[config.mk]
export PLATFORM = sky130hd
export DESIGN_NAME = ctm_timer
export DESIGN_NICKNAME = d
export VERILOG_FILES = /design/src/logic/ctm_pkg.sv /design/src/logic/ctm_pin_sync.sv /design/src/logic/ctm_prescaler.sv /design/src/logic/ctm_timer.sv
export SDC_FILE = /design/constraint.sdc
export NUM_CORES = 1
export LEC_CHECK = 0
export BUFFER_PORTS_ARGS = -buffer_cell sky130_fd_sc_hd__buf_2
export CAP_MARGIN = 5
export CELL_PAD_IN_SITES_DETAIL_PLACEMENT = 1
export CELL_PAD_IN_SITES_GLOBAL_PLACEMENT = 1
export CORE_MARGIN = 1
export CORE_UTILIZATION = 50
export CTS_BUF_LIST = sky130_fd_sc_hd__clkbuf_2 sky130_fd_sc_hd__clkbuf_4 sky130_fd_sc_hd__clkbuf_8
export DETAILED_ROUTE_END_ITERATION = 7
export PLACE_DENSITY_LB_ADDON = 0.1
export SLEW_MARGIN = 0
export SYNTH_ARGS = -nofsm -noshare
export SYNTH_HDL_FRONTEND = slang
export SYNTH_SLANG_ARGS = --single-unit
export TNS_END_PERCENT = 20
[constraint.sdc]
create_clock -name clk_in -period 8.6 [get_ports clk_in]
set_input_delay 0.86 -clock clk_in [delete_from_list [all_inputs] [get_ports clk_in]]
set_output_delay 0.86 -clock clk_in [all_outputs]
set_load 0.02 [all_outputs]
[src/logic/ctm_pkg.sv]
// Package for the compact 10-bit timer: register map, fields, modes.
// Assumes byte-wide register port and a 50 MHz system clock.
package ctm_pkg;

  // ----------------------------------------------------------------
  // Register offsets (byte index on the register port)
  // ----------------------------------------------------------------
  localparam logic [2:0] CTM_OFF_CNT_LO  = 3'h0;
  localparam logic [2:0] CTM_OFF_CNT_HI  = 3'h1;
  localparam logic [2:0] CTM_OFF_CMPA_LO = 3'h2;
  localparam logic [2:0] CTM_OFF_CMPA_HI = 3'h3;
  localparam logic [2:0] CTM_OFF_CTRL0   = 3'h4;
  localparam logic [2:0] CTM_OFF_CTRL1   = 3'h5;
  localparam logic [2:0] CTM_OFF_FLAGS   = 3'h6;

  // ----------------------------------------------------------------
  // Widths, reset values, field positions
  // ----------------------------------------------------------------
  localparam int          CTM_CNT_W     = 10;
  localparam logic [7:0]  CTM_BYTE_RST  = 8'h00;
  localparam logic [9:0]  CTM_CNT_ZERO  = 10'h000;
  localparam logic [9:0]  CTM_CNT_ONE   = 10'h001;
  localparam logic [9:0]  CTM_CNT_MAX   = 10'h3FF;
  localparam logic [2:0]  CTM_PER_ZERO  = 3'h0;
  localparam int          CTM_PER_LSB   = 7;
  localparam int          CTM_C0_PAUSE  = 7;
  localparam int          CTM_C0_CKS_HI = 6;
  localparam int          CTM_C0_CKS_LO = 4;
  localparam int          CTM_C0_ON     = 3;
  localparam int          CTM_C0_PER_HI = 2;
  localparam int          CTM_C1_MODE_HI = 7;
  localparam int          CTM_C1_MODE_LO = 6;
  localparam int          CTM_C1_IO_HI  = 5;
  localparam int          CTM_C1_IO_LO  = 4;
  localparam int          CTM_C1_OC     = 3;
  localparam int          CTM_C1_POL    = 2;
  localparam int          CTM_C1_DPX    = 1;
  localparam int          CTM_C1_CCLR   = 0;
  localparam int          CTM_FLG_A     = 0;
  localparam int          CTM_FLG_P     = 1;

  // ----------------------------------------------------------------
  // Prescaler divide ratios
  // ----------------------------------------------------------------
  localparam logic [5:0]  CTM_DIV4_MASK  = 6'h03;
  localparam logic [5:0]  CTM_DIV16_MASK = 6'h0F;
  localparam logic [5:0]  CTM_DIV64_MASK = 6'h3F;

  // ----------------------------------------------------------------
  // Encodings
  // ----------------------------------------------------------------
  typedef enum logic [1:0] {
    CTM_MODE_CMP  = 2'h0,
    CTM_MODE_UNDF = 2'h1,
    CTM_MODE_PWM  = 2'h2,
    CTM_MODE_TMR  = 2'h3
  } ctm_mode_t;

  typedef enum logic [2:0] {
    CTM_CK_SYS4  = 3'h0,
    CTM_CK_SYS   = 3'h1,
    CTM_CK_H16   = 3'h2,
    CTM_CK_H64   = 3'h3,
    CTM_CK_SUB0  = 3'h4,
    CTM_CK_SUB1  = 3'h5,
    CTM_CK_EXTR  = 3'h6,
    CTM_CK_EXTF  = 3'h7
  } ctm_clk_sel_t;

  localparam logic [1:0] CTM_IO_NONE = 2'h0;
  localparam logic [1:0] CTM_IO_LOW  = 2'h1;
  localparam logic [1:0] CTM_IO_HIGH = 2'h2;
  localparam logic [1:0] CTM_IO_TOG  = 2'h3;

endpackage : ctm_pkg

[src/logic/ctm_pin_sync.sv]
// Three-stage synchroniser and edge detector for the external clock pin.
// Assumes the pin is asynchronous to clk_in.
`timescale 1ns/1ps
`default_nettype none

module ctm_pin_sync (
  // Clock and reset
  input  wire logic clk_in,
  input  wire logic rst_in,
  // Pin side
  input  wire logic pin_in,
  // Edge pulses
  output logic      rise_out,
  output logic      fall_out
);

  logic s1_q;
  logic s2_q;
  logic s3_q;

  // Capture chain; a change counts once it reaches stage two while stage three still holds the old level
  always_ff @(posedge clk_in) begin
    if (rst_in) begin
      s1_q <= 1'b0;
      s2_q <= 1'b0;
      s3_q <= 1'b0;
    end else begin
      s1_q <= pin_in;
      s2_q <= s1_q;
      s3_q <= s2_q;
    end
  end

  // Edge pulses where stages two and three differ
  assign rise_out = s2_q & ~s3_q;
  assign fall_out = ~s2_q & s3_q;

endmodule : ctm_pin_sync

`default_nettype wire

[src/logic/ctm_prescaler.sv]
// Tick generator for the internal clock choices of the timer.
// Assumes the high clock equals the system clock and sub ticks come in.
`timescale 1ns/1ps
`default_nettype none

module ctm_prescaler (
  // Clock and reset
  input  wire logic clk_in,
  input  wire logic rst_in,
  // Run control
  input  wire logic run_in,
  // Tick outputs
  output logic      div4_out,
  output logic      div16_out,
  output logic      div64_out
);

  logic [5:0] div_q;

  // Free divider, held while the unit is powered down
  always_ff @(posedge clk_in) begin
    if (rst_in) begin
      div_q <= 6'h00;
    end else if (run_in) begin
      div_q <= div_q + 6'h01;
    end
  end

  // One-cycle ticks at each ratio
  assign div4_out  = run_in && ((div_q & ctm_pkg::CTM_DIV4_MASK) == ctm_pkg::CTM_DIV4_MASK);
  assign div16_out = run_in && ((div_q & ctm_pkg::CTM_DIV16_MASK) == ctm_pkg::CTM_DIV16_MASK);
  assign div64_out = run_in && (div_q == ctm_pkg::CTM_DIV64_MASK);

endmodule : ctm_prescaler

`default_nettype wire

[src/logic/ctm_timer.sv]
// Compact 10-bit timer with period and compare comparators, top module.
// Assumes a byte register port, one cycle read latency, sub clock ticks in.
`timescale 1ns/1ps
`default_nettype none

module ctm_timer (
  // Clock and reset
  input  wire logic       clk_in,
  input  wire logic       rst_in,
  // Register port
  input  wire logic [2:0] addr_in,
  input  wire logic [7:0] wdata_in,
  input  wire logic       wr_in,
  input  wire logic       rd_in,
  output logic      [7:0] rdata_out,
  // Clock sources
  input  wire logic       sub_tick_in,
  input  wire logic       ext_clock_pin_in,
  // Waveform pin and flags
  output logic            wave_output_pin_out,
  output logic            wave_output_en_out,
  output logic            compare_a_flag_out,
  output logic            period_match_flag_out
);

  // ----------------------------------------------------------------
  // Registers and state
  // ----------------------------------------------------------------
  logic [7:0] ctrl0_q;
  logic [7:0] ctrl1_q;
  logic [9:0] counter_q;
  logic [9:0] compare_a_value_q;
  logic [7:0] low_buf_q;
  logic       compare_a_flag_q;
  logic       period_match_flag_q;
  logic       pin_q;
  logic       on_prev_q;
  logic [7:0] rdata_q;

  // Field views
  logic                  pause_ctrl;
  logic                  timer_on_off;
  logic [2:0]            period_compare_value;
  ctm_pkg::ctm_clk_sel_t clock_select;
  ctm_pkg::ctm_mode_t    operating_mode_sel;
  logic [1:0]            pin_function_sel;
  logic                  output_initial_level;
  logic                  output_polarity;
  logic                  duty_period_swap;
  logic                  clear_source_sel;

  assign pause_ctrl           = ctrl0_q[ctm_pkg::CTM_C0_PAUSE];
  assign clock_select         = ctm_pkg::ctm_clk_sel_t'(
                                  ctrl0_q[ctm_pkg::CTM_C0_CKS_HI:ctm_pkg::CTM_C0_CKS_LO]);
  assign timer_on_off         = ctrl0_q[ctm_pkg::CTM_C0_ON];
  assign period_compare_value = ctrl0_q[ctm_pkg::CTM_C0_PER_HI:0];
  assign operating_mode_sel   = ctm_pkg::ctm_mode_t'(
                                  ctrl1_q[ctm_pkg::CTM_C1_MODE_HI:ctm_pkg::CTM_C1_MODE_LO]);
  assign pin_function_sel     = ctrl1_q[ctm_pkg::CTM_C1_IO_HI:ctm_pkg::CTM_C1_IO_LO];
  assign output_initial_level = ctrl1_q[ctm_pkg::CTM_C1_OC];
  assign output_polarity      = ctrl1_q[ctm_pkg::CTM_C1_POL];
  assign duty_period_swap     = ctrl1_q[ctm_pkg::CTM_C1_DPX];
  assign clear_source_sel     = ctrl1_q[ctm_pkg::CTM_C1_CCLR];

  // Register port decode helper
  function automatic logic hit(input logic strobe, input logic [2:0] a,
                               input logic [2:0] off);
    hit = strobe && (a == off);
  endfunction : hit

  // ----------------------------------------------------------------
  // Tick sources
  // ----------------------------------------------------------------
  logic tick_div4;
  logic tick_div16;
  logic tick_div64;
  logic ext_rise;
  logic ext_fall;
  logic cnt_tick;

  ctm_prescaler u_presc (
    .clk_in    (clk_in),
    .rst_in    (rst_in),
    .run_in    (timer_on_off),
    .div4_out  (tick_div4),
    .div16_out (tick_div16),
    .div64_out (tick_div64)
  );

  ctm_pin_sync u_ext (
    .clk_in   (clk_in),
    .rst_in   (rst_in),
    .pin_in   (ext_clock_pin_in),
    .rise_out (ext_rise),
    .fall_out (ext_fall)
  );

  // Counter tick from the selected source
  always_comb begin
    case (clock_select)
      ctm_pkg::CTM_CK_SYS4: cnt_tick = tick_div4;
      ctm_pkg::CTM_CK_SYS:  cnt_tick = 1'b1;
      ctm_pkg::CTM_CK_H16:  cnt_tick = tick_div16;
      ctm_pkg::CTM_CK_H64:  cnt_tick = tick_div64;
      ctm_pkg::CTM_CK_SUB0: cnt_tick = sub_tick_in;
      ctm_pkg::CTM_CK_SUB1: cnt_tick = sub_tick_in;
      ctm_pkg::CTM_CK_EXTR: cnt_tick = ext_rise;
      ctm_pkg::CTM_CK_EXTF: cnt_tick = ext_fall;
      default:              cnt_tick = 1'b0;
    endcase
  end

  // ----------------------------------------------------------------
  // Comparators and clear logic
  // ----------------------------------------------------------------
  logic       run;
  logic       on_rise;
  logic       a_match;
  logic       p_match;
  logic       at_max;
  logic       per_zero;
  logic       is_pwm;
  logic       clear_now;
  logic       set_a;
  logic       set_p;

  // No step or match in the switch-on cycle, the counter is being zeroed
  assign run      = timer_on_off && !pause_ctrl && cnt_tick && !on_rise;
  assign on_rise  = timer_on_off && !on_prev_q;
  assign per_zero = (period_compare_value == ctm_pkg::CTM_PER_ZERO);
  assign at_max   = (counter_q == ctm_pkg::CTM_CNT_MAX);
  assign is_pwm   = (operating_mode_sel == ctm_pkg::CTM_MODE_PWM);

  // Match seen as the counter steps onto the compare value
  assign a_match  = run && (compare_a_value_q != ctm_pkg::CTM_CNT_ZERO)
                    && ((counter_q + ctm_pkg::CTM_CNT_ONE) == compare_a_value_q);
  assign p_match  = run && (per_zero ? at_max
                    : (((counter_q + ctm_pkg::CTM_CNT_ONE) >> ctm_pkg::CTM_PER_LSB)
                       == {7'h00, period_compare_value}));

  // Clear source: PWM takes period role from swap bit, else clear select
  always_comb begin
    if (is_pwm) begin
      clear_now = duty_period_swap ? (a_match || (run && at_max))
                                   : p_match;
    end else if (clear_source_sel) begin
      clear_now = a_match || (run && at_max);
    end else begin
      clear_now = p_match;
    end
  end

  // Flag events; period flag suppressed with compare clear outside PWM
  assign set_a = a_match;
  assign set_p = p_match && (is_pwm || !clear_source_sel);

  // ----------------------------------------------------------------
  // Counter
  // ----------------------------------------------------------------
  // Edge tracker for the on/off bit
  always_ff @(posedge clk_in) begin
    if (rst_in) begin
      on_prev_q <= 1'b0;
    end else begin
      on_prev_q <= timer_on_off;
    end
  end

  // Up counter: zero on switch-on, hold when off or paused
  always_ff @(posedge clk_in) begin
    if (rst_in) begin
      counter_q <= ctm_pkg::CTM_CNT_ZERO;
    end else if (on_rise) begin
      counter_q <= ctm_pkg::CTM_CNT_ZERO;
    end else if (run) begin
      if (clear_now) begin
        counter_q <= ctm_pkg::CTM_CNT_ZERO;
      end else begin
        counter_q <= counter_q + ctm_pkg::CTM_CNT_ONE;
      end
    end
  end

  // ----------------------------------------------------------------
  // Output pin
  // ----------------------------------------------------------------
  logic [9:0] duty_len;
  logic       pwm_active;
  logic       pin_level;

  // Duty length from the role the swap bit gives
  assign duty_len   = duty_period_swap
                      ? (per_zero ? ctm_pkg::CTM_CNT_MAX
                         : {period_compare_value, 7'h00})
                      : compare_a_value_q;
  assign pwm_active = (counter_q < duty_len) || (duty_period_swap && per_zero);

  // Compare-mode pin state, set by switch-on and moved only by compare flag
  always_ff @(posedge clk_in) begin
    if (rst_in) begin
      pin_q <= 1'b0;
    end else if (operating_mode_sel == ctm_pkg::CTM_MODE_CMP) begin
      if (on_rise) begin
        pin_q <= output_initial_level;
      end else if (set_a) begin
        case (pin_function_sel)
          ctm_pkg::CTM_IO_NONE: pin_q <= pin_q;
          ctm_pkg::CTM_IO_LOW:  pin_q <= 1'b0;
          ctm_pkg::CTM_IO_HIGH: pin_q <= 1'b1;
          ctm_pkg::CTM_IO_TOG:  pin_q <= ~pin_q;
          default:              pin_q <= pin_q;
        endcase
      end
    end
  end

  // Pin level before polarity, by mode
  always_comb begin
    case (operating_mode_sel)
      ctm_pkg::CTM_MODE_CMP: pin_level = pin_q;
      ctm_pkg::CTM_MODE_PWM: begin
        case (pin_function_sel)
          ctm_pkg::CTM_IO_NONE: pin_level = ~output_initial_level;
          ctm_pkg::CTM_IO_LOW:  pin_level = output_initial_level;
          ctm_pkg::CTM_IO_HIGH: pin_level = pwm_active ? output_initial_level
                                                       : ~output_initial_level;
          default:              pin_level = 1'b0;
        endcase
      end
      default:               pin_level = 1'b0;
    endcase
  end

  // Registered pin with polarity, disabled in timer and underflow modes
  always_ff @(posedge clk_in) begin
    if (rst_in) begin
      wave_output_pin_out <= 1'b0;
      wave_output_en_out  <= 1'b0;
    end else if (operating_mode_sel == ctm_pkg::CTM_MODE_TMR ||
                 operating_mode_sel == ctm_pkg::CTM_MODE_UNDF) begin
      wave_output_pin_out <= 1'b0;
      wave_output_en_out  <= 1'b0;
    end else begin
      wave_output_pin_out <= pin_level ^ output_polarity;
      wave_output_en_out  <= 1'b1;
    end
  end

  // ----------------------------------------------------------------
  // Register writes
  // ----------------------------------------------------------------
  // Control registers; mode changes expected only while off
  always_ff @(posedge clk_in) begin
    if (rst_in) begin
      ctrl0_q <= ctm_pkg::CTM_BYTE_RST;
      ctrl1_q <= ctm_pkg::CTM_BYTE_RST;
    end else begin
      if (hit(wr_in, addr_in, ctm_pkg::CTM_OFF_CTRL0)) begin
        ctrl0_q <= wdata_in;
      end
      if (hit(wr_in, addr_in, ctm_pkg::CTM_OFF_CTRL1)) begin
        ctrl1_q <= wdata_in;
      end
    end
  end

  // Low-byte buffer: filled by low write or high-byte read
  always_ff @(posedge clk_in) begin
    if (rst_in) begin
      low_buf_q <= ctm_pkg::CTM_BYTE_RST;
    end else if (hit(wr_in, addr_in, ctm_pkg::CTM_OFF_CMPA_LO)) begin
      low_buf_q <= wdata_in;
    end else if (hit(rd_in, addr_in, ctm_pkg::CTM_OFF_CNT_HI)) begin
      low_buf_q <= counter_q[7:0];
    end else if (hit(rd_in, addr_in, ctm_pkg::CTM_OFF_CMPA_HI)) begin
      low_buf_q <= compare_a_value_q[7:0];
    end
  end

  // Compare value loads whole on the high-byte write
  always_ff @(posedge clk_in) begin
    if (rst_in) begin
      compare_a_value_q <= ctm_pkg::CTM_CNT_ZERO;
    end else if (hit(wr_in, addr_in, ctm_pkg::CTM_OFF_CMPA_HI)) begin
      compare_a_value_q <= {wdata_in[1:0], low_buf_q};
    end
  end

  // Sticky flags, write one to clear, a new event wins
  always_ff @(posedge clk_in) begin
    if (rst_in) begin
      compare_a_flag_q    <= 1'b0;
      period_match_flag_q <= 1'b0;
    end else begin
      if (set_a) begin
        compare_a_flag_q <= 1'b1;
      end else if (hit(wr_in, addr_in, ctm_pkg::CTM_OFF_FLAGS) &&
                   wdata_in[ctm_pkg::CTM_FLG_A]) begin
        compare_a_flag_q <= 1'b0;
      end
      if (set_p) begin
        period_match_flag_q <= 1'b1;
      end else if (hit(wr_in, addr_in, ctm_pkg::CTM_OFF_FLAGS) &&
                   wdata_in[ctm_pkg::CTM_FLG_P]) begin
        period_match_flag_q <= 1'b0;
      end
    end
  end

  assign compare_a_flag_out    = compare_a_flag_q;
  assign period_match_flag_out = period_match_flag_q;

  // ----------------------------------------------------------------
  // Register reads
  // ----------------------------------------------------------------
  // Read data registered, valid the cycle after the strobe
  always_ff @(posedge clk_in) begin
    if (rst_in) begin
      rdata_q <= ctm_pkg::CTM_BYTE_RST;
    end else if (rd_in) begin
      case (addr_in)
        ctm_pkg::CTM_OFF_CNT_LO:  rdata_q <= low_buf_q;
        ctm_pkg::CTM_OFF_CNT_HI:  rdata_q <= {6'h00, counter_q[9:8]};
        ctm_pkg::CTM_OFF_CMPA_LO: rdata_q <= low_buf_q;
        ctm_pkg::CTM_OFF_CMPA_HI: rdata_q <= {6'h00, compare_a_value_q[9:8]};
        ctm_pkg::CTM_OFF_CTRL0:   rdata_q <= ctrl0_q;
        ctm_pkg::CTM_OFF_CTRL1:   rdata_q <= ctrl1_q;
        ctm_pkg::CTM_OFF_FLAGS:   rdata_q <= {6'h00, period_match_flag_q,
                                              compare_a_flag_q};
        default:                  rdata_q <= ctm_pkg::CTM_BYTE_RST;
      endcase
    end else begin
      rdata_q <= ctm_pkg::CTM_BYTE_RST;
    end
  end

  assign rdata_out = rdata_q;

endmodule : ctm_timer

`default_nettype wire

==> summary.md, run 1 <==
| Metric | Value |
|---|---|
| Largest family of logic cells by synthesized area | `simple AND/OR/NAND/NOR gates` |
| Placed instance area | `3890 um^2` |
| Root buf cell | `clkbuf_8` |
| CTS tree | `done` |
| Worst-path clk slew | `0.08 ns` |
| Initial core utilization | `52.0%` |
| Final worst slack | `5.51 ns` |
| Clock latency on the worst-skew pair | `0.36 ns` |
| Worst setup EP type | `register` |
| Row cnt | `31` |
| Synthesized area | `3770 um^2` |
| Syn nets | `494` |
| Worst-path fanout max | `9` |
| Startpoint types | `register` |
| Largest net degree at the start of global routing | `53` |
| Die height | `88.8 um` |
| TritonCTS Buffers | `9` |
| Post-DRT Antenna Nets | `0` |
| Crit Path Class | `register to register` |
| Seq/Total Area, Yosys | `35.6%` |
| CTS Hold Bufs | `0` |
| Final Hold Viols | `0` |
| Mux cell area share after synthesis | `4.28%` |
| Routability cong. | `0.841` |
| YS warnings | `0` |
| Total Negative Setup Slacks | `0 ns` |
| Sinks on the clock net | `67` |
| Endpoints failing setup | `0` |
| CP arrival | `3.30 ns` |
| # DRC | `0` |
| Wire length of the first global-routing pass | `17700 um` |
| Vias in the first global route | `3419` |
| Initial drt markers | `142` |
| DR pass1 iterations | `5` |
| Setup slack at placement | `5.54 ns` |
| Adder-Cell Fraction of Synth Area | `3.65%` |
| Quantity of gates resized following cts | `0` |
| Syn_area_per_cell | `8.09 um^2` |
| Routed wire per std cell | `19.3 um` |
| Max Clock Skew | `0.0111 ns` |
| Post-CTS setup buffer count | `0` |
| Grt ovf | `0` |
| H-tree Lvls | `3` |
| Yosys cell types | `63` |
| I/O Pins | `29` |
| Final worst path period need | `3.09 ns` |
| Fin area | `4090 um^2` |
| Initial antenna violation count | `0` |
| Layout cell share with drive strength beyond 1 | `12.4%` |
| Core footprint | `7250 um^2` |
| Die area | `7890 um^2` |
| WL final | `11200 um` |
| DP HPWL | `8180 um` |
| Main synth FF type | `dfxtp_1` |
| Via Count | `3474` |
| Die Width | `88.8 um` |
| Synth Area in Simple Gates | `28.4%` |
| NumNets Final | `506` |
| Tcrit/Tclk final | `35.9%` |
| Clock Path Buffers | `2` |
| Worst hold path type | `register to register` |
| Antenna diode count | `0` |
| Peak VDD IR | `0.114 mV` |
| Vias per cell | `5.97` |
| Layout Cells excl Fill | `582` |
| Seq cells post-synth | `67` |
| Complex-gate fraction of the synthesized area | `17.2%` |
| Dpl cells | `566` |
| Synthesized instance count | `466` |
| Max Freq | `0.324 GHz` |
| Relative slew margins | `33.9%` |
| Worst-Margin Slew | `0.991 ns` |
| Port Buffers | `28` |
| Count of pins over their slew limit | `0` |
| GRT Util Overall | `30.6%` |
| RSZ-0062 raised after global routing | `no` |
| Pwr dens | `155 nW/um^2` |
| Area grow syn2layout | `8.63%` |
| Asr flop ratio synth | `0%` |
| Post-synth EDFFs | `0` |
| Leak Pwr | `1.43 nW` |
| Post-synthesis xor/xnor area fraction | `6.67%` |
| Critical Path RT | `8.81 ns` |
| MaxCap Viol Count | `0` |
| Status | `finished clean` |
## cell usage in the layout, fill, tap and decap left out, types with 4 or more instances in the layout
| cell type | n |
|---|---|
| o21ai_0 | 10 |
| nor2_1 | 57 |
| xnor2_1 | 14 |
| nor2b_1 | 8 |
| mux2i_1 | 15 |
| xor2_1 | 12 |
| nand4_1 | 6 |
| nor3_1 | 18 |
| dfxtp_1 | 67 |
| or3_1 | 6 |
| nand4b_1 | 4 |
| a221oi_1 | 10 |
| nand2_1 | 69 |
| inv_1 | 5 |
| clkbuf_8 | 10 |
| nand2b_1 | 6 |
| nand3_1 | 11 |
| a211oi_1 | 4 |
| buf_2 | 28 |
| a21oi_1 | 48 |
| ha_1 | 11 |
## through the flow
step           utilization, %  hold slack, ns  power (mW)
4_1_cts                  56.4           0.459       0.642
3_3_place_gp             53.6           0.439       0.369
3_5_place_dp             53.6           0.435       0.370
6_report                 56.4           0.451       0.636
2_1_floorplan               -           0.414       0.355
5_1_grt                  56.4           0.466       0.658
## layout make-up
type | instances | area, um^2
Fill cell | 939 | 3160
Multi-Input combinational cell | 367 | 2270
Sequential cell | 67 | 1340
Timing Repair Buffer | 28 | 140
Clock buffer | 10 | 138
Tap cell | 99 | 124
Clock inverter | 6 | 65.1
Inverter | 5 | 18.8
## power by group
part	switching, mW	leakage, nW	internal, mW	total [mW]
Sequential	0.00485	0.542	0.314	0.319
Clock	0.131	0.102	0.142	0.273
Combinational	0.0298	0.787	0.0148	0.0446
Total	0.166	1.43	0.471	0.636
## path summary, 6_finish.rpt
path / startpoint / to / slack, ns / depth (start not counted)
max reg2reg: ctrl1_q[1] / wave_output_pin_out / 5.51 / 10
max: ctrl1_q[1] / wave_output_pin_out / 5.51 / 10
min: u_ext.s1_q / u_ext.s2_q / 0.45 / 1
min reg2reg: u_ext.s1_q / u_ext.s2_q / 0.45 / 1
## cell usage after synthesis (3+ instances only)
| cell type | instances | share of area, % |
|---|---|---|
| nand4_1 | 6 | 1.0 |
| mux2i_1 | 15 | 4.0 |
| xnor2_1 | 14 | 3.3 |
| xor2_1 | 12 | 2.8 |
| dfxtp_1 | 67 | 36 |
| nand2b_1 | 6 | 1.0 |
| nand2_1 | 69 | 6.9 |
| or3_1 | 6 | 1.0 |
| a221oi_1 | 10 | 2.3 |
| nand4b_1 | 4 | 0.93 |
| nor2b_1 | 8 | 1.3 |
| ha_1 | 11 | 3.7 |
| inv_1 | 5 | 0.50 |
| nor2_1 | 57 | 5.7 |
| nand3_1 | 11 | 1.5 |
| o21ai_0 | 10 | 1.3 |
| o211ai_1 | 3 | 0.60 |
| a22oi_1 | 3 | 0.60 |
| or4_1 | 3 | 0.60 |
| nor4_1 | 3 | 0.50 |
| a211oi_1 | 4 | 0.80 |
| nor3_1 | 18 | 2.4 |
| a21oi_1 | 48 | 6.4 |
| clkbuf_1 | 17 | 1.7 |
| buf_4 | 6 | 1.2 |
## registers in the layout, summed over array words and instances, names as in the netlist, 6 cells and up
signal             cells
rdata_out              8
low_buf_q              8
ctrl1_q                8
ctrl0_q                8
u_presc.div_q          6
counter_q             10
compare_a_value_q     10
## metal layers
| layer | routed length (um) | global-route usage [%] | up-vias |
|---|---|---|---|
| li1 | - | - | 1680 |
| met3 | 428 | 5.13 | 20 |
| met2 | 5610 | 52.4 | 77 |
| met4 | 213 | 10.7 | 0 |
| met5 | 0 | 0 | - |
| met1 | 4980 | 38.9 | 1697 |
## critical path: stages, from the launching register on
cell	delay, ns
dfxtp_1	0.48
nor4b_2	0.66
a21oi_1	0.09
ha_1	0.32
a2111oi_0	0.42
o21ai_1	0.12
a21oi_1	0.33
or4_1	0.16
and3_1	0.16
xor2_1	0.15
nor3_1	0.06
## kinds of logic after synthesis
group | Yosys count
adders and majority gates | 11
buffers and inverters | 32
xor gates and xnor gates | 27
AOI/OAI and AO/OA | 101
DFF | 67
and+or+nand+nor | 212
muxes | 16
No activity file was read; power rests on OpenSTA's default activity.
==> run 2, diff against run 1 <==
CORE_UTILIZATION = 42   (was 50)
clock period = 2.6 ns   (was 8.6 ns; I/O delays follow)
==> summary.md, run 2 (synthesized netlist as in run 1, its figures left out) <==
| Metric | Value |
|---|---|
| Total Negative Setup Slacks | `0 ns (unchanged)` |
| Layout cell share with drive strength beyond 1 | `21.7% (+9.3 points)` |
| Vias per cell | `5.75 (-3.7%)` |
| Die area | `9360 um^2 (+19%)` |
| Startpoint types | `register` |
| Sw frac | `26.8% (+0.72 points)` |
| Worst-Margin Slew | `0.675 ns (-0.316 ns)` |
| Root buf cell | `clkbuf_8` |
| CP arrival | `2.86 ns (-0.44 ns)` |
| CTS Hold Bufs | `0 (unchanged)` |
| Pwr dens | `478 nW/um^2 (+210%)` |
| Combinational share of power | `8.1% (+1.1 points)` |
| Wire length of the first global-routing pass | `19800 um (+12%)` |
| Design Power | `2.15 mW (+240%)` |
| Initial core utilization | `43.2% (-8.7 points)` |
| Post-DRT Antenna Nets | `0 (unchanged)` |
| Final Hold Viols | `0 (unchanged)` |
| DP HPWL | `9060 um (+11%)` |
| Routed wire per std cell | `19.6 um (+1.6%)` |
| Largest net degree at the start of global routing | `31 (-42%)` |
| Vias in the first global route | `3670 (+7.3%)` |
| RSZ-0062 raised after global routing | `yes` |
| MaxCap Viol Count | `0 (unchanged)` |
| Initial antenna violation count | `0 (unchanged)` |
| CTS tree | `done` |
| Grt ovf | `0 (unchanged)` |
| Part of the power in registers | `49.1% (-1.0 points)` |
| Worst Hold Margin | `0.123 ns (-0.328 ns)` |
| Worst hold path type | `primary input to register` |
| # DRC | `0 (unchanged)` |
| Most common cell after layout, fill and taps aside | `nand2_1` |
| P_sw | `0.574 mW (+250%)` |
| Final Util | `51.4% (-5.0 points)` |
| Clock Power Share | `42.8% (about the same)` |
| DR pass1 iterations | `4 (-1)` |
| GRT Util Overall | `26.9% (-3.7 points)` |
| Status | `finished clean` |
| Area grow syn2layout | `19.1%` |
| Antenna diode count | `0 (unchanged)` |
| Worst setup EP type | `register` |
| Tcrit/Tclk final | `99.3% (+63 points)` |
| Row cnt | `34 (+9.7%)` |
| Via Count | `3615 (+4.1%)` |
| Critical Path RT | `2.88 ns (-5.93 ns)` |
| Worst-path fanout max | `7 (-2)` |
| Clock Path Buffers | `2 (unchanged)` |
| Largest registers | `compare_a_value_q (10), counter_q (10)` |
| Sinks on the clock net | `67 (unchanged)` |
| Die height | `96.7 um (+8.9%)` |
| Count of pins over their slew limit | `0 (unchanged)` |
| Core footprint | `8720 um^2 (+20%)` |
| Clock latency on the worst-skew pair | `0.35 ns (about the same)` |
| Final worst path period need | `2.58 ns (-0.509 ns)` |
| Relative slew margins | `55.0% (+21 points)` |
| Worst-path clk slew | `0.09 ns (about the same)` |
| Max Freq | `0.387 GHz (+20%)` |
| Max Clock Skew | `0.0100 ns (-0.00106 ns)` |
| Crit Path Class | `register to register` |
| Initial drt markers | `151 (+6.3%)` |
| Endpoints failing setup | `0 (unchanged)` |
| H-tree Lvls | `3 (unchanged)` |
| WL final | `12300 um (+9.8%)` |
| Min-Delay Path Depth | `2 (+1)` |
| Leak Pwr | `1.64 nW (+15%)` |
| Internal | `1.57 mW (+230%)` |
| I/O Pins | `29 (unchanged)` |
| TritonCTS Buffers | `9 (unchanged)` |
| Peak VDD IR | `0.307 mV (+170%)` |
| NumNets Final | `544 (+7.5%)` |
| Commonest non-fill, non-tap cells in the layout | `nand2_1, dfxtp_1, nor2_1, a21oi_1, buf_4` |
| Die Width | `96.7 um (+8.9%)` |
| Routability cong. | `0.878 (+4.4%)` |
| Reg2Reg Depth | `12 (+2)` |
| Port Buffers | `28 (unchanged)` |
-- run 2: cell count changes in the layout (fill, tap and decap cells not counted), moves of 2 or more --
cell / before / now
a21oi_1: 48 / 45
dfxtp_2: 0 / 5
a2111oi_2: 0 / 2
buf_6: 0 / 3
buf_4: 0 / 34
dfxtp_1: 67 / 62
ha_1: 11 / 9
a2111oi_0: 2 / 0
a21oi_2: 0 / 3
-- run 2: worst paths after layout --
kind / slack [ns] / end / start
worst max-delay path: 0.02 / wave_output_pin_out / ctrl0_q[0]
worst min-delay path: 0.12 / u_ext.s1_q / ext_clock_pin_in
worst min register to register: 0.46 / u_ext.s2_q / u_ext.s1_q
worst max register to register: 0.02 / wave_output_pin_out / ctrl0_q[0]
-- run 2: cell type report --
class                           count  area (um^2)
Clock buffer                       10          138
Clock inverter                      6         65.1
Fill cell                        1087         4230
Inverter                            5         18.8
Multi-Input combinational cell    367         2330
Sequential cell                    67         1350
Tap cell                          108          135
Timing Repair Buffer               66          449
-- run 2: timing repair --
action	in CTS	in global routing
setup buffers	3	1
pin swaps	7	9
resized for setup	6	16
endpoints found under the setup margin	1	11
-- run 2: power groups by stage --
stage / Sequential (mW) / Clock [mW] / Combinational [mW]
global placement: 1.08 / 0 / 0.162
CTS: 1.05 / 0.936 / 0.170
finish: 1.05 / 0.918 / 0.175
detailed placement: 1.08 / 0 / 0.165
floorplan: 1.08 / 0 / 0.0982
global route: 1.06 / 0.974 / 0.188
-- run 2: critical path, stage by stage, from the launching register on --
cell	delay, ns
dfxtp_2	0.34
nor4b_4	0.31
buf_6	0.18
buf_6	0.11
a21oi_2	0.03
ha_1	0.28
nand4_1	0.10
a211oi_2	0.23
a21oi_2	0.09
or4_1	0.40
and3_1	0.17
xor2_1	0.14
nor3_1	0.15
-- run 2: metrics by stage --
stage	instances	setup WS, ns	area, um^2
floorplan	466	0.0214	3780
global placement	609	0.0535	4180
detailed placement	609	-0.0855	4180
CTS	628	0.0543	4420
global route	629	-0.0811	4490
finish	629	0.0185	4490
-- run 2: routing by layer --
layer	vias to the layer above	global-route usage, %	wire length (um)
li1	1752	-	-
met1	1761	35.4	5600
met2	77	45.2	5910
met3	25	3.32	453
met4	0	9.53	359
met5	-	0	0
==> run 3, diff against run 2 <==
--- a/config.mk
+++ b/config.mk
@@ -15,4 +15,6 @@
 export DETAILED_ROUTE_END_ITERATION = 7
 export PLACE_DENSITY_LB_ADDON = 0.1
+export RECOVER_POWER = 50
+export SETUP_SLACK_MARGIN = 0.5
 export SLEW_MARGIN = 0
 export SYNTH_ARGS = -nofsm -noshare
==> constraint.sdc (replaced) <==
create_clock -name clk_in -period 2.6 [get_ports clk_in]
set_input_delay 0.26 -clock clk_in [delete_from_list [all_inputs] [get_ports clk_in]]
set_output_delay 0.26 -clock clk_in [all_outputs]
set_load 0.1 [all_outputs]
==> summary.md, run 3 (synthesized netlist as in run 1, its figures left out) <==
| Metric | Value |
|---|---|
| Hold EP | `u_ext.s1_q` |
| Max Freq | `0.405 GHz (+4.5%)` |
| Fillers | `1061 (-2.4%)` |
| Routability cong. | `0.836 (-4.8%)` |
| Count of pins over their slew limit | `0 (unchanged)` |
| Commonest non-fill, non-tap cells in the layout | `nand2_1, nor2_1, dfxtp_1, a21oi_1, buf_2` |
| Most common cell after layout, fill and taps aside | `nand2_1` |
| Final worst slack | `0.129 ns (+0.110 ns)` |
| Crit Path Class | `register to register` |
| Reg2Reg Launch Point | `ctrl0_q[0]` |
| Internal | `1.48 mW (-5.8%)` |
| Clock latency on the worst-skew pair | `0.35 ns (about the same)` |
| Final Hold Viols | `0 (unchanged)` |
| Pwr dens | `457 nW/um^2 (-4.5%)` |
| Antenna diode count | `0 (unchanged)` |
| CP startpoint | `ctrl0_q[0]` |
| Core footprint | `8720 um^2 (unchanged)` |
| Worst-path fanout max | `8 (+1)` |
| Reg2Reg Depth | `12 (unchanged)` |
| Die height | `96.7 um (unchanged)` |
| DP HPWL | `8980 um (-0.87%)` |
| Worst-Margin Slew | `0.812 ns (+0.136 ns)` |
| TritonCTS Buffers | `9 (unchanged)` |
| Largest registers | `compare_a_value_q (10), counter_q (10)` |
| CTS tree | `done` |
| Crit-path max cell delay | `0.39 ns (about the same)` |
| Sinks on the clock net | `67 (unchanged)` |
| P_sw | `0.600 mW (+4.5%)` |
| Crit. path cell count | `12 (unchanged)` |
| CP dominant cell by count | `a21oi_2` |
| # DRC | `0 (unchanged)` |
| Routed wire per std cell | `19.4 um (-0.76%)` |
| Worst setup EP type | `register` |
| Crit path max-delay cell type | `or4_1` |
| Vias per cell | `5.78 (+0.53%)` |
| Row cnt | `34 (unchanged)` |
| Worst r2r dst | `wave_output_pin_out` |
| Die area | `9360 um^2 (unchanged)` |
| NumNets Final | `536 (-1.5%)` |
| Grt ovf | `0 (unchanged)` |
| Post-DRT Antenna Nets | `0 (unchanged)` |
| Crit path max-delay family | `simple AND/OR/NAND/NOR gates` |
| Initial drt markers | `137 (-9.3%)` |
| Status | `finished clean` |
| Hold_sp | `ext_clock_pin_in` |
| Initial core utilization | `43.2% (unchanged)` |
| Wire length of the first global-routing pass | `19700 um (-0.32%)` |
| Area grow syn2layout | `20.9%` |
| Peak VDD IR | `0.278 mV (-9.6%)` |
| Vias in the first global route | `3677 (+0.19%)` |
| CP arrival | `2.76 ns (-0.10 ns)` |
| Critical Path RT | `2.89 ns (about the same)` |
| Endpoints failing setup | `0 (unchanged)` |
| DR pass1 iterations | `4 (unchanged)` |
| Final worst path period need | `2.47 ns (-0.110 ns)` |
| Slack of the worst reg-to-reg path | `0.13 ns (+0.11 ns)` |
| Worst hold path type | `primary input to register` |
| Sw frac | `28.8% (+2.1 points)` |
| Worst-path clk slew | `0.09 ns (about the same)` |
| Startpoint types | `register` |
| Min-Delay Path Depth | `2 (unchanged)` |
| Root buf cell | `clkbuf_8` |
| Tcrit/Tclk final | `95.0% (-4.2 points)` |
| Via Count | `3588 (-0.75%)` |
| MaxCap Viol Count | `0 (unchanged)` |
| Worst Hold Margin | `0.114 ns (-0.00927 ns)` |
| Largest net degree at the start of global routing | `30 (-3.2%)` |
| Die Width | `96.7 um (unchanged)` |
| Part of the power in registers | `50.4% (+1.3 points)` |
| I/O Pins | `29 (unchanged)` |
| RSZ-0062 raised after global routing | `yes` |
| WL final | `12100 um (-2.0%)` |
| CTS Hold Bufs | `0 (unchanged)` |
| Relative slew margins | `45.9% (-9.1 points)` |
| Clock Path Buffers | `2 (unchanged)` |
| GRT Util Overall | `26.8% (-0.057 points)` |
| CP bufs+invs | `2 (unchanged)` |
| Setup slack at placement | `-0.0748 ns (+0.0107 ns)` |
| Max Clock Skew | `0.0139 ns (+0.00389 ns)` |
| Layout cell share with drive strength beyond 1 | `24.4% (+2.7 points)` |
| Initial antenna violation count | `0 (unchanged)` |
| CP cell instances | `nor4b_4 -> buf_6 -> a21oi_2 -> ha_1 -> buf_4 -> a21oi_1 -> o211ai_1 -> a21oi_2 -> or4_1 -> and3_1 -> xor2_1 -> nor3_1` |
| H-tree Lvls | `3 (unchanged)` |
| Leak Pwr | `1.60 nW (-2.6%)` |
| Clock Power Share | `40.5% (-2.3 points)` |
| Combinational share of power | `9.1% (+1.0 points)` |
| Port Buffers | `28 (unchanged)` |
| Total Negative Setup Slacks | `0 ns (unchanged)` |
==> run 3: routing by layer <==
layer	up-vias	GRT usage, %	part of all wire, %
li1	1734	-	-
met1	1796	35.6	47
met2	42	44.4	48
met3	16	3.83	2.2
met4	0	9.53	2.2
met5	-	0	0
==> run 3: what timing repair did <==
action | in CTS | in global routing
setup endpoints to repair | 13 | 14
gates cloned | 0 | 0
pin swaps | 7 | 14
resized for setup | 12 | 26
buffers inserted | 4 | 3
==> run 3: worst max-delay path by stage <==
stage | to | slack (ns)
after CTS | wave_output_pin_out | 0.17
final | wave_output_pin_out | 0.13
after detailed placement | wave_output_pin_out | -0.07
after floorplan | wave_output_pin_out | 0.17
after global placement | wave_output_pin_out | 0.08
after global routing | wave_output_pin_out | -0.01
==> run 3: per-stage QoR <==
step,instances,total power [mW],area [um^2],utilization (%)
after floorplan,466,1.19,3870,-
after global placement,598,1.25,4150,47.6
after detailed placement,598,1.25,4150,47.6
after CTS,618,2.10,4410,50.5
after global routing,621,2.16,4560,52.3
final,621,2.08,4560,52.3
==> run 3: layout make-up <==
| class | count | area [um^2] | share of cell area, % |
|---|---|---|---|
| clock inverter | 5 | 37.5 | 0.824 |
| inverter | 5 | 18.8 | 0.412 |
| timing repair buffer | 58 | 383 | 8.40 |
| sequential | 67 | 1370 | 30.0 |
| clock buffer | 11 | 145 | 3.19 |
| multi-input combinational | 367 | 2470 | 54.2 |
| tap | 108 | 135 | 2.97 |
==> run 3: power by group through the flow <==
stage	sequential, mW	combinational (mW)	clock, mW
floorplan	1.09	0.0999	0
global placement	1.08	0.174	0
detailed placement	1.08	0.177	0
CTS	1.05	0.183	0.862
global route	1.05	0.206	0.904
finish	1.05	0.189	0.842
